==> src/hdl/wakeup_clk_pkg.sv <==
package wakeup_clk_pkg;

  // Register byte offsets
  localparam logic [7:0] OFF_WAKE_LEVEL  = 8'h00;
  localparam logic [7:0] OFF_WAKE_ENABLE = 8'h04;
  localparam logic [7:0] OFF_XTAL_SEL    = 8'h08;
  localparam logic [7:0] OFF_LP_OE       = 8'h0C;
  localparam logic [7:0] OFF_LP_OUT      = 8'h10;
  localparam logic [7:0] OFF_LP_DRIVE    = 8'h14;
  localparam logic [7:0] OFF_LP_PULL     = 8'h18;
  localparam logic [7:0] OFF_CLK_GATE    = 8'h1C;
  localparam logic [7:0] OFF_MODE_CTRL   = 8'h20;
  localparam logic [7:0] OFF_STATUS      = 8'h24;

  // Field widths
  localparam int WAKE_W  = 5;
  localparam int GATE_W  = 17;
  localparam int STATE_W = 5;

  // Reset values
  localparam logic [4:0]  RST_WAKE_LEVEL  = 5'h00;
  localparam logic [4:0]  RST_WAKE_ENABLE = 5'h07;
  localparam logic        RST_XTAL_SEL    = 1'h0;
  localparam logic [4:0]  RST_LP_OE       = 5'h07;
  localparam logic [4:0]  RST_LP_OUT      = 5'h00;
  localparam logic [4:0]  RST_LP_DRIVE    = 5'h00;
  localparam logic [4:0]  RST_LP_PULL     = 5'h00;
  localparam logic [16:0] RST_CLK_GATE    = 17'h0FFFF;
  localparam logic [1:0]  RST_MODE_CTRL   = 2'h0;

  // Peripheral clock gate bit positions
  localparam int PER_DMA       = 0;
  localparam int PER_RADIO     = 1;
  localparam int PER_RADIO_GEN = 2;
  localparam int PER_RNG       = 3;
  localparam int PER_FLASH     = 4;
  localparam int PER_GPIO      = 5;
  localparam int PER_SYSCTRL   = 6;
  localparam int PER_UART      = 7;
  localparam int PER_SPI       = 8;
  localparam int PER_I2C_A     = 9;
  localparam int PER_I2C_B     = 10;
  localparam int PER_ADC       = 11;
  localparam int PER_MFT_A     = 12;
  localparam int PER_MFT_B     = 13;
  localparam int PER_RTC       = 14;
  localparam int PER_WDOG      = 15;
  localparam int PER_PKA       = 16;

  // Mode control fields (lf source, ring oscillator kept)
  localparam int MODE_LF_XTAL  = 0;
  localparam int MODE_STAY_RO  = 1;

  // Last wake-state count; the core reset pulse after wake-up lasts one cycle more
  localparam logic [3:0] CORE_RST_CYCLES = 4'h4;

  // Register bus request
  typedef struct packed {
    logic [7:0]  addr;
    logic [31:0] wdata;
    logic        wr;
    logic        rd;
  } bus_req_t;

  // Power states, one-hot
  typedef enum logic [4:0] {
    ST_PREACTIVE = 5'h01,
    ST_ACTIVE    = 5'h02,
    ST_SLEEP     = 5'h04,
    ST_STANDBY   = 5'h08,
    ST_WAKE      = 5'h10
  } power_state_t;

endpackage

==> src/hdl/wakeup_clk_ctrl.sv <==
// The plain strobed port was chosen for this implementation.
`timescale 1ns/1ns
`default_nettype none
module wakeup_clk_ctrl
  import wakeup_clk_pkg::*;
#(
  parameter int NUM_WAKE = WAKE_W,
  parameter int NUM_LP   = 3
) (
  // Clock and reset
  input  wire logic                  mclk_in,
  input  wire logic                  arst_n_in,
  // Register port
  input  wire bus_req_t              bus_req_in,
  output logic [31:0]                rdata_out,
  // Wake pins and events
  input  wire logic [NUM_WAKE-1:0]   wake_pin_in,
  input  wire logic                  radio_timer_in,
  input  wire logic                  xtal_ready_in,
  // Power requests from the core
  input  wire logic                  sleep_req_in,
  input  wire logic                  standby_req_in,
  // Low-power pad control
  input  wire logic [NUM_LP-1:0]     lp_pad_in,
  output logic [NUM_LP-1:0]          lp_pad_out,
  output logic [NUM_LP-1:0]          lp_pad_oe_out,
  output logic [NUM_LP-1:0]          lp_pad_drive_out,
  output logic [NUM_LP-1:0]          lp_pad_pull_out,
  // Clock control
  output logic                       hs_xtal_sel_out,
  output logic                       ring_osc_en_out,
  output logic                       lf_clk_en_out,
  output logic                       lf_xtal_sel_out,
  output logic                       periph_half_rate_out,
  output logic                       cpu_clk_en_out,
  output logic                       ram_clk_en_out,
  output logic [GATE_W-1:0]          periph_clk_en_out,
  output logic                       low_power_out,
  output logic                       core_rst_n_out
);

  if (NUM_WAKE != WAKE_W || NUM_LP < 1 || NUM_LP > NUM_WAKE) begin : g_chk
    $error("wakeup_clk_ctrl: unsupported pin counts");
  end

  // Registers
  logic [4:0]        wake_level_register_r;
  logic [4:0]        wake_enable_register_r;
  logic              fast_crystal_flag_r;
  logic [4:0]        lowpower_output_enable_bits_r;
  logic [4:0]        lowpower_output_value_bits_r;
  logic [4:0]        lowpower_drive_bits_r;
  logic [4:0]        lowpower_pull_bits_r;
  logic [GATE_W-1:0] clk_gate_r;
  logic [1:0]        mode_ctrl_r;
  logic [GATE_W-1:0] gate_nxt;

  // Synchronisers
  logic [NUM_WAKE-1:0] wake_meta_r;
  logic [NUM_WAKE-1:0] wake_sync_r;
  logic [NUM_LP-1:0]   pad_meta_r;
  logic [NUM_LP-1:0]   pad_sync_r;
  logic                xtal_meta_r;
  logic                xtal_sync_r;

  power_state_t state_r;
  power_state_t state_nxt;
  logic [3:0]   rst_cnt_r;
  logic         wake_hit;
  logic         low_power;
  logic         xtal_run;
  logic         cpu_on;
  logic [31:0]  rdata_nxt;

  // Pins from outside pass two flops first
  always_ff @(posedge mclk_in or negedge arst_n_in) begin
    if (!arst_n_in) begin
      wake_meta_r <= '0;
      wake_sync_r <= '0;
      pad_meta_r  <= '0;
      pad_sync_r  <= '0;
      xtal_meta_r <= 1'h0;
      xtal_sync_r <= 1'h0;
    end else begin
      wake_meta_r <= wake_pin_in;
      wake_sync_r <= wake_meta_r;
      pad_meta_r  <= lp_pad_in;
      pad_sync_r  <= pad_meta_r;
      xtal_meta_r <= xtal_ready_in;
      xtal_sync_r <= xtal_meta_r;
    end
  end

  // Register writes, field bits only
  always_ff @(posedge mclk_in or negedge arst_n_in) begin
    if (!arst_n_in) begin
      wake_level_register_r         <= RST_WAKE_LEVEL;
      wake_enable_register_r        <= RST_WAKE_ENABLE;
      fast_crystal_flag_r           <= RST_XTAL_SEL;
      lowpower_output_enable_bits_r <= RST_LP_OE;
      lowpower_output_value_bits_r  <= RST_LP_OUT;
      lowpower_drive_bits_r         <= RST_LP_DRIVE;
      lowpower_pull_bits_r          <= RST_LP_PULL;
      clk_gate_r                    <= RST_CLK_GATE;
      mode_ctrl_r                   <= RST_MODE_CTRL;
    end else if (bus_req_in.wr) begin
      case (bus_req_in.addr)
        OFF_WAKE_LEVEL: begin
          wake_level_register_r <= bus_req_in.wdata[4:0];
        end
        OFF_WAKE_ENABLE: begin
          wake_enable_register_r <= bus_req_in.wdata[4:0];
        end
        OFF_XTAL_SEL: begin
          fast_crystal_flag_r <= bus_req_in.wdata[0];
        end
        OFF_LP_OE: begin
          lowpower_output_enable_bits_r <= bus_req_in.wdata[4:0];
        end
        OFF_LP_OUT: begin
          lowpower_output_value_bits_r <= bus_req_in.wdata[4:0];
        end
        OFF_LP_DRIVE: begin
          lowpower_drive_bits_r <= bus_req_in.wdata[4:0];
        end
        OFF_LP_PULL: begin
          lowpower_pull_bits_r <= bus_req_in.wdata[4:0];
        end
        OFF_CLK_GATE: begin
          clk_gate_r <= bus_req_in.wdata[GATE_W-1:0];
        end
        OFF_MODE_CTRL: begin
          mode_ctrl_r <= bus_req_in.wdata[1:0];
        end
        default: begin
        end
      endcase
    end
  end

  // Read mux; unmapped and reserved read zero
  always_comb begin
    rdata_nxt = '0;
    case (bus_req_in.addr)
      OFF_WAKE_LEVEL:  rdata_nxt[4:0] = wake_level_register_r;
      OFF_WAKE_ENABLE: rdata_nxt[4:0] = wake_enable_register_r;
      OFF_XTAL_SEL:    rdata_nxt[0]   = fast_crystal_flag_r;
      OFF_LP_OE:       rdata_nxt[4:0] = lowpower_output_enable_bits_r;
      OFF_LP_OUT:      rdata_nxt[4:0] = lowpower_output_value_bits_r;
      OFF_LP_DRIVE:    rdata_nxt[4:0] = lowpower_drive_bits_r;
      OFF_LP_PULL:     rdata_nxt[4:0] = lowpower_pull_bits_r;
      OFF_CLK_GATE:    rdata_nxt[GATE_W-1:0] = clk_gate_r;
      OFF_MODE_CTRL:   rdata_nxt[1:0] = mode_ctrl_r;
      OFF_STATUS: begin
        rdata_nxt[STATE_W-1:0]              = state_r;
        rdata_nxt[STATE_W]                  = xtal_sync_r;
        rdata_nxt[STATE_W+1+NUM_WAKE-1:STATE_W+1] = wake_sync_r;
        rdata_nxt[16+NUM_LP-1:16]           = pad_sync_r;
      end
      default:         rdata_nxt = '0;
    endcase
  end

  // Read data valid only the cycle after the strobe
  always_ff @(posedge mclk_in or negedge arst_n_in) begin
    if (!arst_n_in) begin
      rdata_out <= '0;
    end else if (bus_req_in.rd) begin
      rdata_out <= rdata_nxt;
    end else begin
      rdata_out <= '0;
    end
  end

  // Pin matches level and is enabled
  assign wake_hit = |(wake_enable_register_r & ~(wake_sync_r ^ wake_level_register_r));

  always_comb begin
    state_nxt = state_r;
    case (state_r)
      ST_PREACTIVE: begin
        if (xtal_sync_r && !mode_ctrl_r[MODE_STAY_RO]) begin
          state_nxt = ST_ACTIVE;
        end
      end
      ST_ACTIVE: begin
        if (standby_req_in) begin
          state_nxt = ST_STANDBY;
        end else if (sleep_req_in) begin
          state_nxt = ST_SLEEP;
        end
      end
      // Pins or radio timer end sleep
      ST_SLEEP: begin
        if (wake_hit || radio_timer_in) begin
          state_nxt = ST_WAKE;
        end
      end
      // Radio timers stop in standby, pins only
      ST_STANDBY: begin
        if (wake_hit) begin
          state_nxt = ST_WAKE;
        end
      end
      ST_WAKE: begin
        if (rst_cnt_r == CORE_RST_CYCLES) begin
          state_nxt = ST_PREACTIVE;
        end
      end
      default: state_nxt = ST_PREACTIVE;
    endcase
  end

  always_ff @(posedge mclk_in or negedge arst_n_in) begin
    if (!arst_n_in) begin
      state_r <= ST_PREACTIVE;
    end else begin
      state_r <= state_nxt;
    end
  end

  // Cycles spent in the wake state
  always_ff @(posedge mclk_in or negedge arst_n_in) begin
    if (!arst_n_in) begin
      rst_cnt_r <= '0;
    end else if (state_r == ST_WAKE) begin
      rst_cnt_r <= rst_cnt_r + 4'h1;
    end else begin
      rst_cnt_r <= '0;
    end
  end

  always_ff @(posedge mclk_in or negedge arst_n_in) begin
    if (!arst_n_in) begin
      core_rst_n_out <= 1'h0;
    end else begin
      core_rst_n_out <= (state_nxt != ST_WAKE);
    end
  end

  assign low_power = (state_nxt == ST_SLEEP) || (state_nxt == ST_STANDBY);
  assign xtal_run  = (state_nxt == ST_ACTIVE);
  assign cpu_on    = (state_nxt == ST_ACTIVE) || (state_nxt == ST_PREACTIVE);

  // Pads: owned by this block only in low-power states
  for (genvar i = 0; i < NUM_LP; i++) begin : g_pad
    always_ff @(posedge mclk_in or negedge arst_n_in) begin
      if (!arst_n_in) begin
        lp_pad_oe_out[i]    <= 1'h0;
        lp_pad_out[i]       <= 1'h0;
        lp_pad_drive_out[i] <= 1'h0;
        lp_pad_pull_out[i]  <= 1'h0;
      end else begin
        lp_pad_oe_out[i]    <= low_power & lowpower_output_enable_bits_r[i];
        lp_pad_out[i]       <= low_power & lowpower_output_enable_bits_r[i]
                               & lowpower_output_value_bits_r[i];
        lp_pad_drive_out[i] <= low_power & lowpower_drive_bits_r[i];
        lp_pad_pull_out[i]  <= low_power & lowpower_pull_bits_r[i];
      end
    end
  end

  // Ring runs only before crystal takes over
  always_ff @(posedge mclk_in or negedge arst_n_in) begin
    if (!arst_n_in) begin
      hs_xtal_sel_out <= 1'h0;
      ring_osc_en_out <= 1'h1;
    end else begin
      hs_xtal_sel_out <= xtal_run;
      ring_osc_en_out <= (state_nxt == ST_PREACTIVE) || (state_nxt == ST_WAKE);
    end
  end

  always_ff @(posedge mclk_in or negedge arst_n_in) begin
    if (!arst_n_in) begin
      lf_clk_en_out   <= 1'h1;
      lf_xtal_sel_out <= 1'h0;
    end else begin
      lf_clk_en_out   <= (state_nxt != ST_STANDBY);
      lf_xtal_sel_out <= mode_ctrl_r[MODE_LF_XTAL];
    end
  end

  // Rest of tree halved at 32 MHz
  always_ff @(posedge mclk_in or negedge arst_n_in) begin
    if (!arst_n_in) begin
      periph_half_rate_out <= 1'h0;
    end else begin
      periph_half_rate_out <= xtal_run & fast_crystal_flag_r;
    end
  end

  always_ff @(posedge mclk_in or negedge arst_n_in) begin
    if (!arst_n_in) begin
      cpu_clk_en_out <= 1'h1;
    end else begin
      cpu_clk_en_out <= cpu_on;
    end
  end

  // RAM off only if cpu, SPI, radio all off
  always_ff @(posedge mclk_in or negedge arst_n_in) begin
    if (!arst_n_in) begin
      ram_clk_en_out <= 1'h1;
    end else begin
      ram_clk_en_out <= cpu_on | (clk_gate_r[PER_SPI] & ~low_power)
                        | (clk_gate_r[PER_RADIO] & xtal_run);
    end
  end

  always_comb begin
    gate_nxt                = clk_gate_r & {GATE_W{~low_power}};
    gate_nxt[PER_RADIO]     = clk_gate_r[PER_RADIO] & xtal_run;
    gate_nxt[PER_RADIO_GEN] = clk_gate_r[PER_RADIO_GEN] & xtal_run;
  end

  // Software gates, none while in low power
  always_ff @(posedge mclk_in or negedge arst_n_in) begin
    if (!arst_n_in) begin
      // Radio gates shut, ring oscillator runs out of reset
      periph_clk_en_out                <= RST_CLK_GATE;
      periph_clk_en_out[PER_RADIO]     <= 1'h0;
      periph_clk_en_out[PER_RADIO_GEN] <= 1'h0;
    end else begin
      periph_clk_en_out <= gate_nxt;
    end
  end

  // Low-power flag for the pad ring
  always_ff @(posedge mclk_in or negedge arst_n_in) begin
    if (!arst_n_in) begin
      low_power_out <= 1'h0;
    end else begin
      low_power_out <= low_power;
    end
  end

endmodule
`default_nettype wire

==> config.mk <==
export PLATFORM = sky130hd
export DESIGN_NAME = wakeup_clk_ctrl
export DESIGN_NICKNAME = d
export VERILOG_FILES = /design/src/hdl/wakeup_clk_pkg.sv /design/src/hdl/wakeup_clk_ctrl.sv
export SDC_FILE = /design/constraint.sdc
export NUM_CORES = 1
export LEC_CHECK = 0
export BUFFER_PORTS_ARGS = -buffer_cell sky130_fd_sc_hd__buf_2
export CORE_ASPECT_RATIO = 1.2
export CORE_MARGIN = 2
export CORE_UTILIZATION = 50
export CTS_BUF_LIST = sky130_fd_sc_hd__clkbuf_8
export DETAILED_ROUTE_END_ITERATION = 16
export PLACE_DENSITY = 0.75
export SYNTH_ARGS = -nofsm -noshare
export SYNTH_HDL_FRONTEND = slang
export SYNTH_SLANG_ARGS = --single-unit
==> constraint.sdc <==
create_clock -name mclk_in -period 4.8 [get_ports mclk_in]
set_input_delay 0.48 -clock mclk_in [delete_from_list [all_inputs] [get_ports mclk_in]]
set_output_delay 0.48 -clock mclk_in [all_outputs]
set_load 0.01 [all_outputs]
# ---- Yosys cells after proc, flatten, opt, wreduce, memory -nomap -nowiden
# Cells that the tools add are included.
dict set report word_totals {
  out_inout_bits 70
  in_bits 56
  register_bits 147
  elab_cells 119
}
dict set report op_classes {
  n_reduce_logical 17
  muxes 16
  n_addsub 1
  eq_ne 22
  bitwise_logic 23
}
# operator n
set op_table {}
lappend op_table {{5-bit 2-to-1 mux} 7}
lappend op_table {{8-bit by 5-bit equality test with 1-bit output, second input constant} 4}
lappend op_table {{5-bit case mux with 5 select lines} 1}
lappend op_table {{3-bit case mux with 8 select lines} 1}
lappend op_table {{19-bit 2-to-1 mux} 1}
lappend op_table {{2-bit AND reduction} 9}
lappend op_table {{17-bit bitwise AND} 1}
lappend op_table {{1-bit bitwise AND} 16}
lappend op_table {{8-bit by 4-bit equality test with 1-bit output, second input constant} 2}
lappend op_table {{8-bit by 6-bit equality test with 1-bit output, second input constant} 2}
lappend op_table {{6-bit case mux with 2 select lines} 1}
lappend op_table {{5-bit by 1-bit equality test with 1-bit output, second input constant} 2}
lappend op_table {{5-bit by 2-bit equality test with 1-bit output, second input constant} 2}
lappend op_table {{5-bit by 3-bit equality test with 1-bit output, second input constant} 2}
lappend op_table {{5-bit by 4-bit equality test with 1-bit output, second input constant} 2}
lappend op_table {{5-bit equality test, second input constant} 2}
lappend op_table {{1-bit case mux with 10 select lines} 1}
lappend op_table {{1-bit case mux with 9 select lines} 1}
lappend op_table {{8-bit by 3-bit equality test with 1-bit output, second input constant} 1}
lappend op_table {{8-bit zero test} 1}
lappend op_table {{5-bit bitwise AND} 1}
lappend op_table {{5-bit by 4-bit != test with 1-bit output, second input constant} 1}
lappend op_table {{5-bit != test, second input constant} 1}
lappend op_table {{5-bit NOT} 1}
lappend op_table {{12 further kinds} 16}

# ---- Longest topological paths before layout
dict set report logic_depth {
  depth_word 13
  depth_mapped 8
  depth_no_buf 8
}

# ---- Worst setup path before layout
# No wires, ideal clock.
dict set report synth_path {
  path_kind {register -> register}
  from {register state_r[0]}
  to {register lp_pad_drive_out[0]}
  n_path_buf 2
  setup_slack_ns 2.950
  arrival_ns 1.731
  period_less_slack_ns 1.850
  setup_ns 0.120
  required_time_ns 4.680
  path_stages_with_launch 8
  cell_sequence {dfstp_2 -> buf_6 -> nor2_1 -> mux2_2 -> a211o_1 -> o2111a_4 -> buf_6 -> and3_1}
}
dict set report synth_via {
  elab_chain_len 6
  elab_cells_between_ends 16
  classes_between {7 x eq/ne; 7 x mux; 1 x bitwise; 1 x reduce/logical}
}
# element line
set synth_lines {}
lappend synth_lines {{from (decl)} wakeup_clk_ctrl.sv:66} ;# power_state_t state_r;
lappend synth_lines {{from (signal assigned)} wakeup_clk_ctrl.sv:218} ;# state_r <= state_nxt;
lappend synth_lines {{5-bit 2-to-1 mux} wakeup_clk_ctrl.sv:189} ;# end else if (sleep_req_in) begin
lappend synth_lines {{5-bit 2-to-1 mux} wakeup_clk_ctrl.sv:187} ;# if (standby_req_in) begin
lappend synth_lines {{5-bit case mux with 5 select lines *} wakeup_clk_ctrl.sv:180} ;# case (state_r)
lappend synth_lines {{5-bit by 3-bit equality test with 1-bit output / 5-bit by 4-bit equality test with 1-bit output (equally long branches)} wakeup_clk_ctrl.sv:241} ;# assign low_power = (state_nxt == ST_SLEEP) || (state_nxt == ST_STANDBY);
lappend synth_lines {{1-bit logical OR *} wakeup_clk_ctrl.sv:241}
lappend synth_lines {{1-bit bitwise AND *} wakeup_clk_ctrl.sv:257} ;# lp_pad_drive_out[i] <= low_power & lowpower_drive_bits_r[i];
lappend synth_lines {{to (signal, indexed assignment)} wakeup_clk_ctrl.sv:257}
lappend synth_lines {{to (decl)} wakeup_clk_ctrl.sv:27} ;# output logic [NUM_LP-1:0] lp_pad_drive_out,
# Every way passes the cells marked *; elsewhere a longest branch is shown, timed or not.
# A chain may end at the register's enable or synchronous reset.

# ---- Final worst setup path
dict set report layout_path {
  from {register state_r[2]}
  to {register lp_pad_out[0]}
}
dict set report layout_via {
  elab_cells_between_ends 17
  classes_between {7 x eq/ne; 7 x mux; 2 x bitwise; 1 x reduce/logical}
}
# element line
set layout_rtl {}
lappend layout_rtl {{5-bit equality test, or another cell as far along} wakeup_clk_ctrl.sv:180}
lappend layout_rtl {{5-bit case mux with 5 select lines *} wakeup_clk_ctrl.sv:180}
lappend layout_rtl {{net state_nxt[4]} wakeup_clk_ctrl.sv:67} ;# power_state_t state_nxt;
lappend layout_rtl {{5-bit by 3-bit equality test with 1-bit output / 5-bit by 4-bit equality test with 1-bit output (equally long branches)} wakeup_clk_ctrl.sv:241}
lappend layout_rtl {{1-bit logical OR *} wakeup_clk_ctrl.sv:241}
lappend layout_rtl {{1-bit bitwise AND *} wakeup_clk_ctrl.sv:255} ;# lp_pad_out[i] <= low_power & lowpower_output_enable_bits_r[i]
lappend layout_rtl {{1-bit bitwise AND *} wakeup_clk_ctrl.sv:256} ;# & lowpower_output_value_bits_r[i];
lappend layout_rtl {{to (signal, indexed assignment)} wakeup_clk_ctrl.sv:255}
lappend layout_rtl {{to (decl)} wakeup_clk_ctrl.sv:25} ;# output logic [NUM_LP-1:0] lp_pad_out,
# Mark *: on every way through the listed nets, which the timed path passes. The rest lies on a longest branch.

==> summary.txt <==
Status
  • Status: complete, no violations

Place
  • DP Worst Slack: 2.355 ns
  • Detailed Place HPWL: 8423 microns
  • Count of buffers from port buffering: between 90 and 100
  • Placed instance area: approximately 6100 sq um
  • Final RePlAce weighted congestion: around 0.91

Detailed routing
  • Final antenna-violating net count: 0
  • Initial DRT Pass Iterations: 5
  • Vias per cell: 5.514
  • DRT Wirelength: 12120 microns
  • Number of remaining DRC errors: 0
  • Via count: 3628
  • Initial DRC count: approximately 230
  • Wire per inst: ~18 microns

Global route
  • Vias in the first global route: between 3000 and 4000
  • Pin count of the biggest net entering global routing: 84
  • First-pass GRT wire length: ~19000 microns
  • Total grt overflow: 0
  • Initial antenna violation count: 0
  • GRT Util Overall: 21.43%

Yosys
  • Post-synth EDFFs: 0
  • Post-synth top flop: dfrtp_1
  • Top cells by area, synth: dfrtp_1 (42%), dfstp_2 (19%), mux2_2 (11%)
  • Synth Area per Inst: 13.51 sq um
  • Post-Synth Adder-Cell Area: 0.4474%
  • Synth cell types: 56
  • FFs w/ async S/R, synth: 100.0%
  • Largest family of logic cells by synthesized area: multiplexers
  • Synth top area share: 41.61%
  • Register area share after synthesis: 60.87%
  • Post-synthesis mux area share: 13.18%
  • Synth Area in Compound Gates: 9.172%
  • Mapped Cells: ~410
  • Post-Syn Area: 5593 sq um
  • Synth area leader: dfrtp_1
  • Post-Synth Simple-Gate Area: 10.74%
  • XOR/XNOR Fraction of Synth Area: 1.253%
  • #FFs+latches synth: around 130
  • Synth warnings: 0

Floorplanning
  • Initial core utilization: 50.92%
  • Cell row count: 42
  • Die Ht: around 120 microns
  • Die area: about 12000 sq um
  • Core Area: ~11000 sq um
  • I/O pins: 126
  • Die Wd: a little over 100 microns

Hold path
  • Hold Crit Depth: 1
  • Critical hold path startpoint: lp_pad_in[2]
  • HP Class: in2reg

Clock network
  • CTS tree: done
  • CTS root buf: clkbuf_8
  • H-tree depth: 4
  • Clock Sinks: 134
  • Clk Latency, worst-skew pair: 0.45 ns
  • Post-CTS Hold Buffers: 0
  • CTS Buffer Depth: 2
  • Post-CTS Repair Setup Buffers: 0
  • Num CTS Buffers: 17
  • # resized after CTS: 0
  • Clk slew on worst S/H paths: 0.08 ns

Critical path
  • Highest net fanout along the worst path: 16
  • Worst R2R Path Depth: 7
  • Crit path cell chain: nand2b_1 -> a21oi_2 -> a21boi_1 -> a211oi_4 -> buf_4 -> inv_2 -> nor3_1
  • Worst path bufs/invs: 2
  • Critical path class: reg2reg
  • R2r setup slk: 2.36 ns
  • CP Depth: 7
  • CP arrival: 2.82 ns
  • Setup crit start kind: flop
  • Reg2reg start: state_r[2]$_DFF_PN0_
  • Critical path launch point: state_r[2]$_DFF_PN0_
  • CP endpoint kind: flop
  • Slowest stage delay, CP: 0.67 ns
  • CP max-delay cell: a211oi_4
  • WP data required: 5.17 ns
  • Crit path max-delay family: compound AO/OA/AOI/OAI gates

Power and ir drop
  • Leakage: 3.169 nW
  • Clk network pwr share: 34.5%
  • P per Cell Area: 401.8 nW/um^2
  • Sequential share of power: 49.3%
  • Sw power: 0.0007821 W
  • Pint: 0.001825 W
  • Gate power share: between 10% and 20%
  • Max VDD drop: ~0.25 mV
  • Switching Share: 30.00%

Timing
  • Fin crit share: between 50% and 60%
  • RSZ-0062 raised after global routing: false
  • Setup WS post-layout: 2.357 ns
  • Max Transition Viols Final: 0
  • # setup viols final: 0
  • Hold Worst Slack: 0.1301 ns
  • Slew @ Worst Pin: 1.206 ns
  • Hold Fails Final Rpt: 0
  • Worst clock skew: 0.01190 ns
  • Final setup TNS: 0 ns
  • Fmax achieved: 0.4093 GHz
  • Minimum clock period: 2.443 ns
  • Max_slew headroom: 19.34%

Layout
  • Synth-to-Final Area Change: 16.02%
  • N_diodes: 0
  • Share of layout cells above drive strength 1: 48.67%
  • Filler cells: 925
  • Design Area, Final: 6489 sq um
  • Fin nets: about 570

Job
  • Reported max-cap violation count: 0
-- registers in the layout (all words and copies together), names as in the netlist, 4 cells and up --
register	cells
state_r	5
periph_clk_en_out	17
wake_enable_register_r	5
lowpower_output_enable_bits_r	5
lowpower_pull_bits_r	5
wake_sync_r	5
wake_level_register_r	5
rst_cnt_r	4
clk_gate_r	17
wake_meta_r	5
rdata_out	19
lowpower_output_value_bits_r	5
lowpower_drive_bits_r	5
-- per-stage QoR --
step	total power [W]	util, %	instances
floorplan	0.001622	-	426
global placement	0.001718	55.58	626
detailed placement	0.001732	55.58	626
CTS	0.002630	59.08	658
global route	0.002722	59.08	658
finish	0.002607	59.08	658
-- layout by cell type, fill, tap and decap left out, types with 2 or more instances in the layout --
cell type,instances
o22ai_1,2
and3_1,17
and2_1,13
nor4_1,2
a22o_1,10
o21ai_0,6
a21boi_2,15
nand2b_1,5
nand3b_1,4
a31oi_1,2
nor2_1,18
nor3_1,5
xnor2_1,6
buf_4,3
a21oi_1,5
a22oi_1,4
nand4_1,3
clkinv_4,3
xor2_1,2
o32ai_1,2
inv_1,9
mux4_2,3
clkbuf_8,19
a32oi_1,2
nand2_1,21
nor2_2,2
dfstp_2,41
ha_1,2
buf_2,96
conb_1,13
inv_6,4
nor2b_1,3
mux2i_1,5
mux2_2,55
nand3_1,7
dfrtp_1,93
-- final timing paths --
kind                                               to
min in group asynchronous  lp_pad_oe_out[0]$_DFF_PN0_
hold reg to reg              wake_sync_r[0]$_DFF_PN0_
hold / removal                pad_meta_r[2]$_DFF_PN0_
max in group asynchronous      rdata_out[5]$_DFF_PN0_
setup / recovery              lp_pad_out[0]$_DFF_PN0_
setup reg to reg              lp_pad_out[0]$_DFF_PN0_
-- final cells by class --
cell class,count,area (sq um),share of cell area (%)
sequential,134,3405,52.47
multi-input combinational,253,2002,30.85
timing repair buffer,99,503.0,7.752
clock buffer,19,261.5,4.030
tap,132,165.2,2.545
clock inverter,13,122.6,1.890
inverter,8,30.03,0.4628
-- worst reg2reg max path: stages, from the launching register on --
cell      delay [ns]
dfrtp_1         0.58
nand2b_1        0.19
a21oi_2         0.08
a21boi_1        0.16
a211oi_4        0.67
buf_4           0.39
inv_2           0.11
nor3_1          0.18
-- power groups by stage --
| stage | Sequential, W | Combinational, W | Clock, W |
|---|---|---|---|
| 2_1_floorplan | 0.00130 | 0.000321 | 0 |
| 3_3_place_gp | 0.00130 | 0.000416 | 0 |
| 3_5_place_dp | 0.00131 | 0.000427 | 0 |
| 4_1_cts | 0.00129 | 0.000427 | 0.000918 |
| 5_1_grt | 0.00130 | 0.000465 | 0.000961 |
| 6_report | 0.00129 | 0.000423 | 0.000899 |
-- synth_stat cells, types with 3 or more instances --
cell,instances
mux2_2,55
dfstp_2,41
mux4_2,3
nor2_1,18
a21oi_1,5
buf_4,15
buf_6,4
nand2_1,21
a22o_1,10
xnor2_1,6
o21ai_0,6
mux2i_1,5
buf_2,5
nand3b_1,4
a22oi_1,4
nor2b_1,3
inv_1,7
a21boi_2,15
clkbuf_1,5
dfrtp_1,93
and2_1,13
nor3_1,5
and3_1,17
nand2b_1,5
nand4_1,3
nand3_1,7
-- cells by family (layout without fill, tap and decap cells) --
group	Yosys count	in the layout
multiplexers	63	63
flip-flops	134	134
buffers and inverters	39	139
AO/OA/AOI/OAI	58	58
XOR/XNOR	8	8
AND/OR/NAND/NOR	109	109
other	1	13
adder cells (fa/ha/maj)	2	2
-- routing by layer --
| metal | vias to the layer above | routed length [microns] | GRT usage [%] |
|---|---|---|---|
| met5 | - | 0 | 0 |
| met4 | 0 | 320 | 9.332 |
| met3 | 26 | 498 | 4.718 |
| met2 | 115 | 6424 | 36.70 |
| met1 | 1850 | 4879 | 25.81 |
| li1 | 1637 | - | - |
Power figures use the tool's default switching activity.
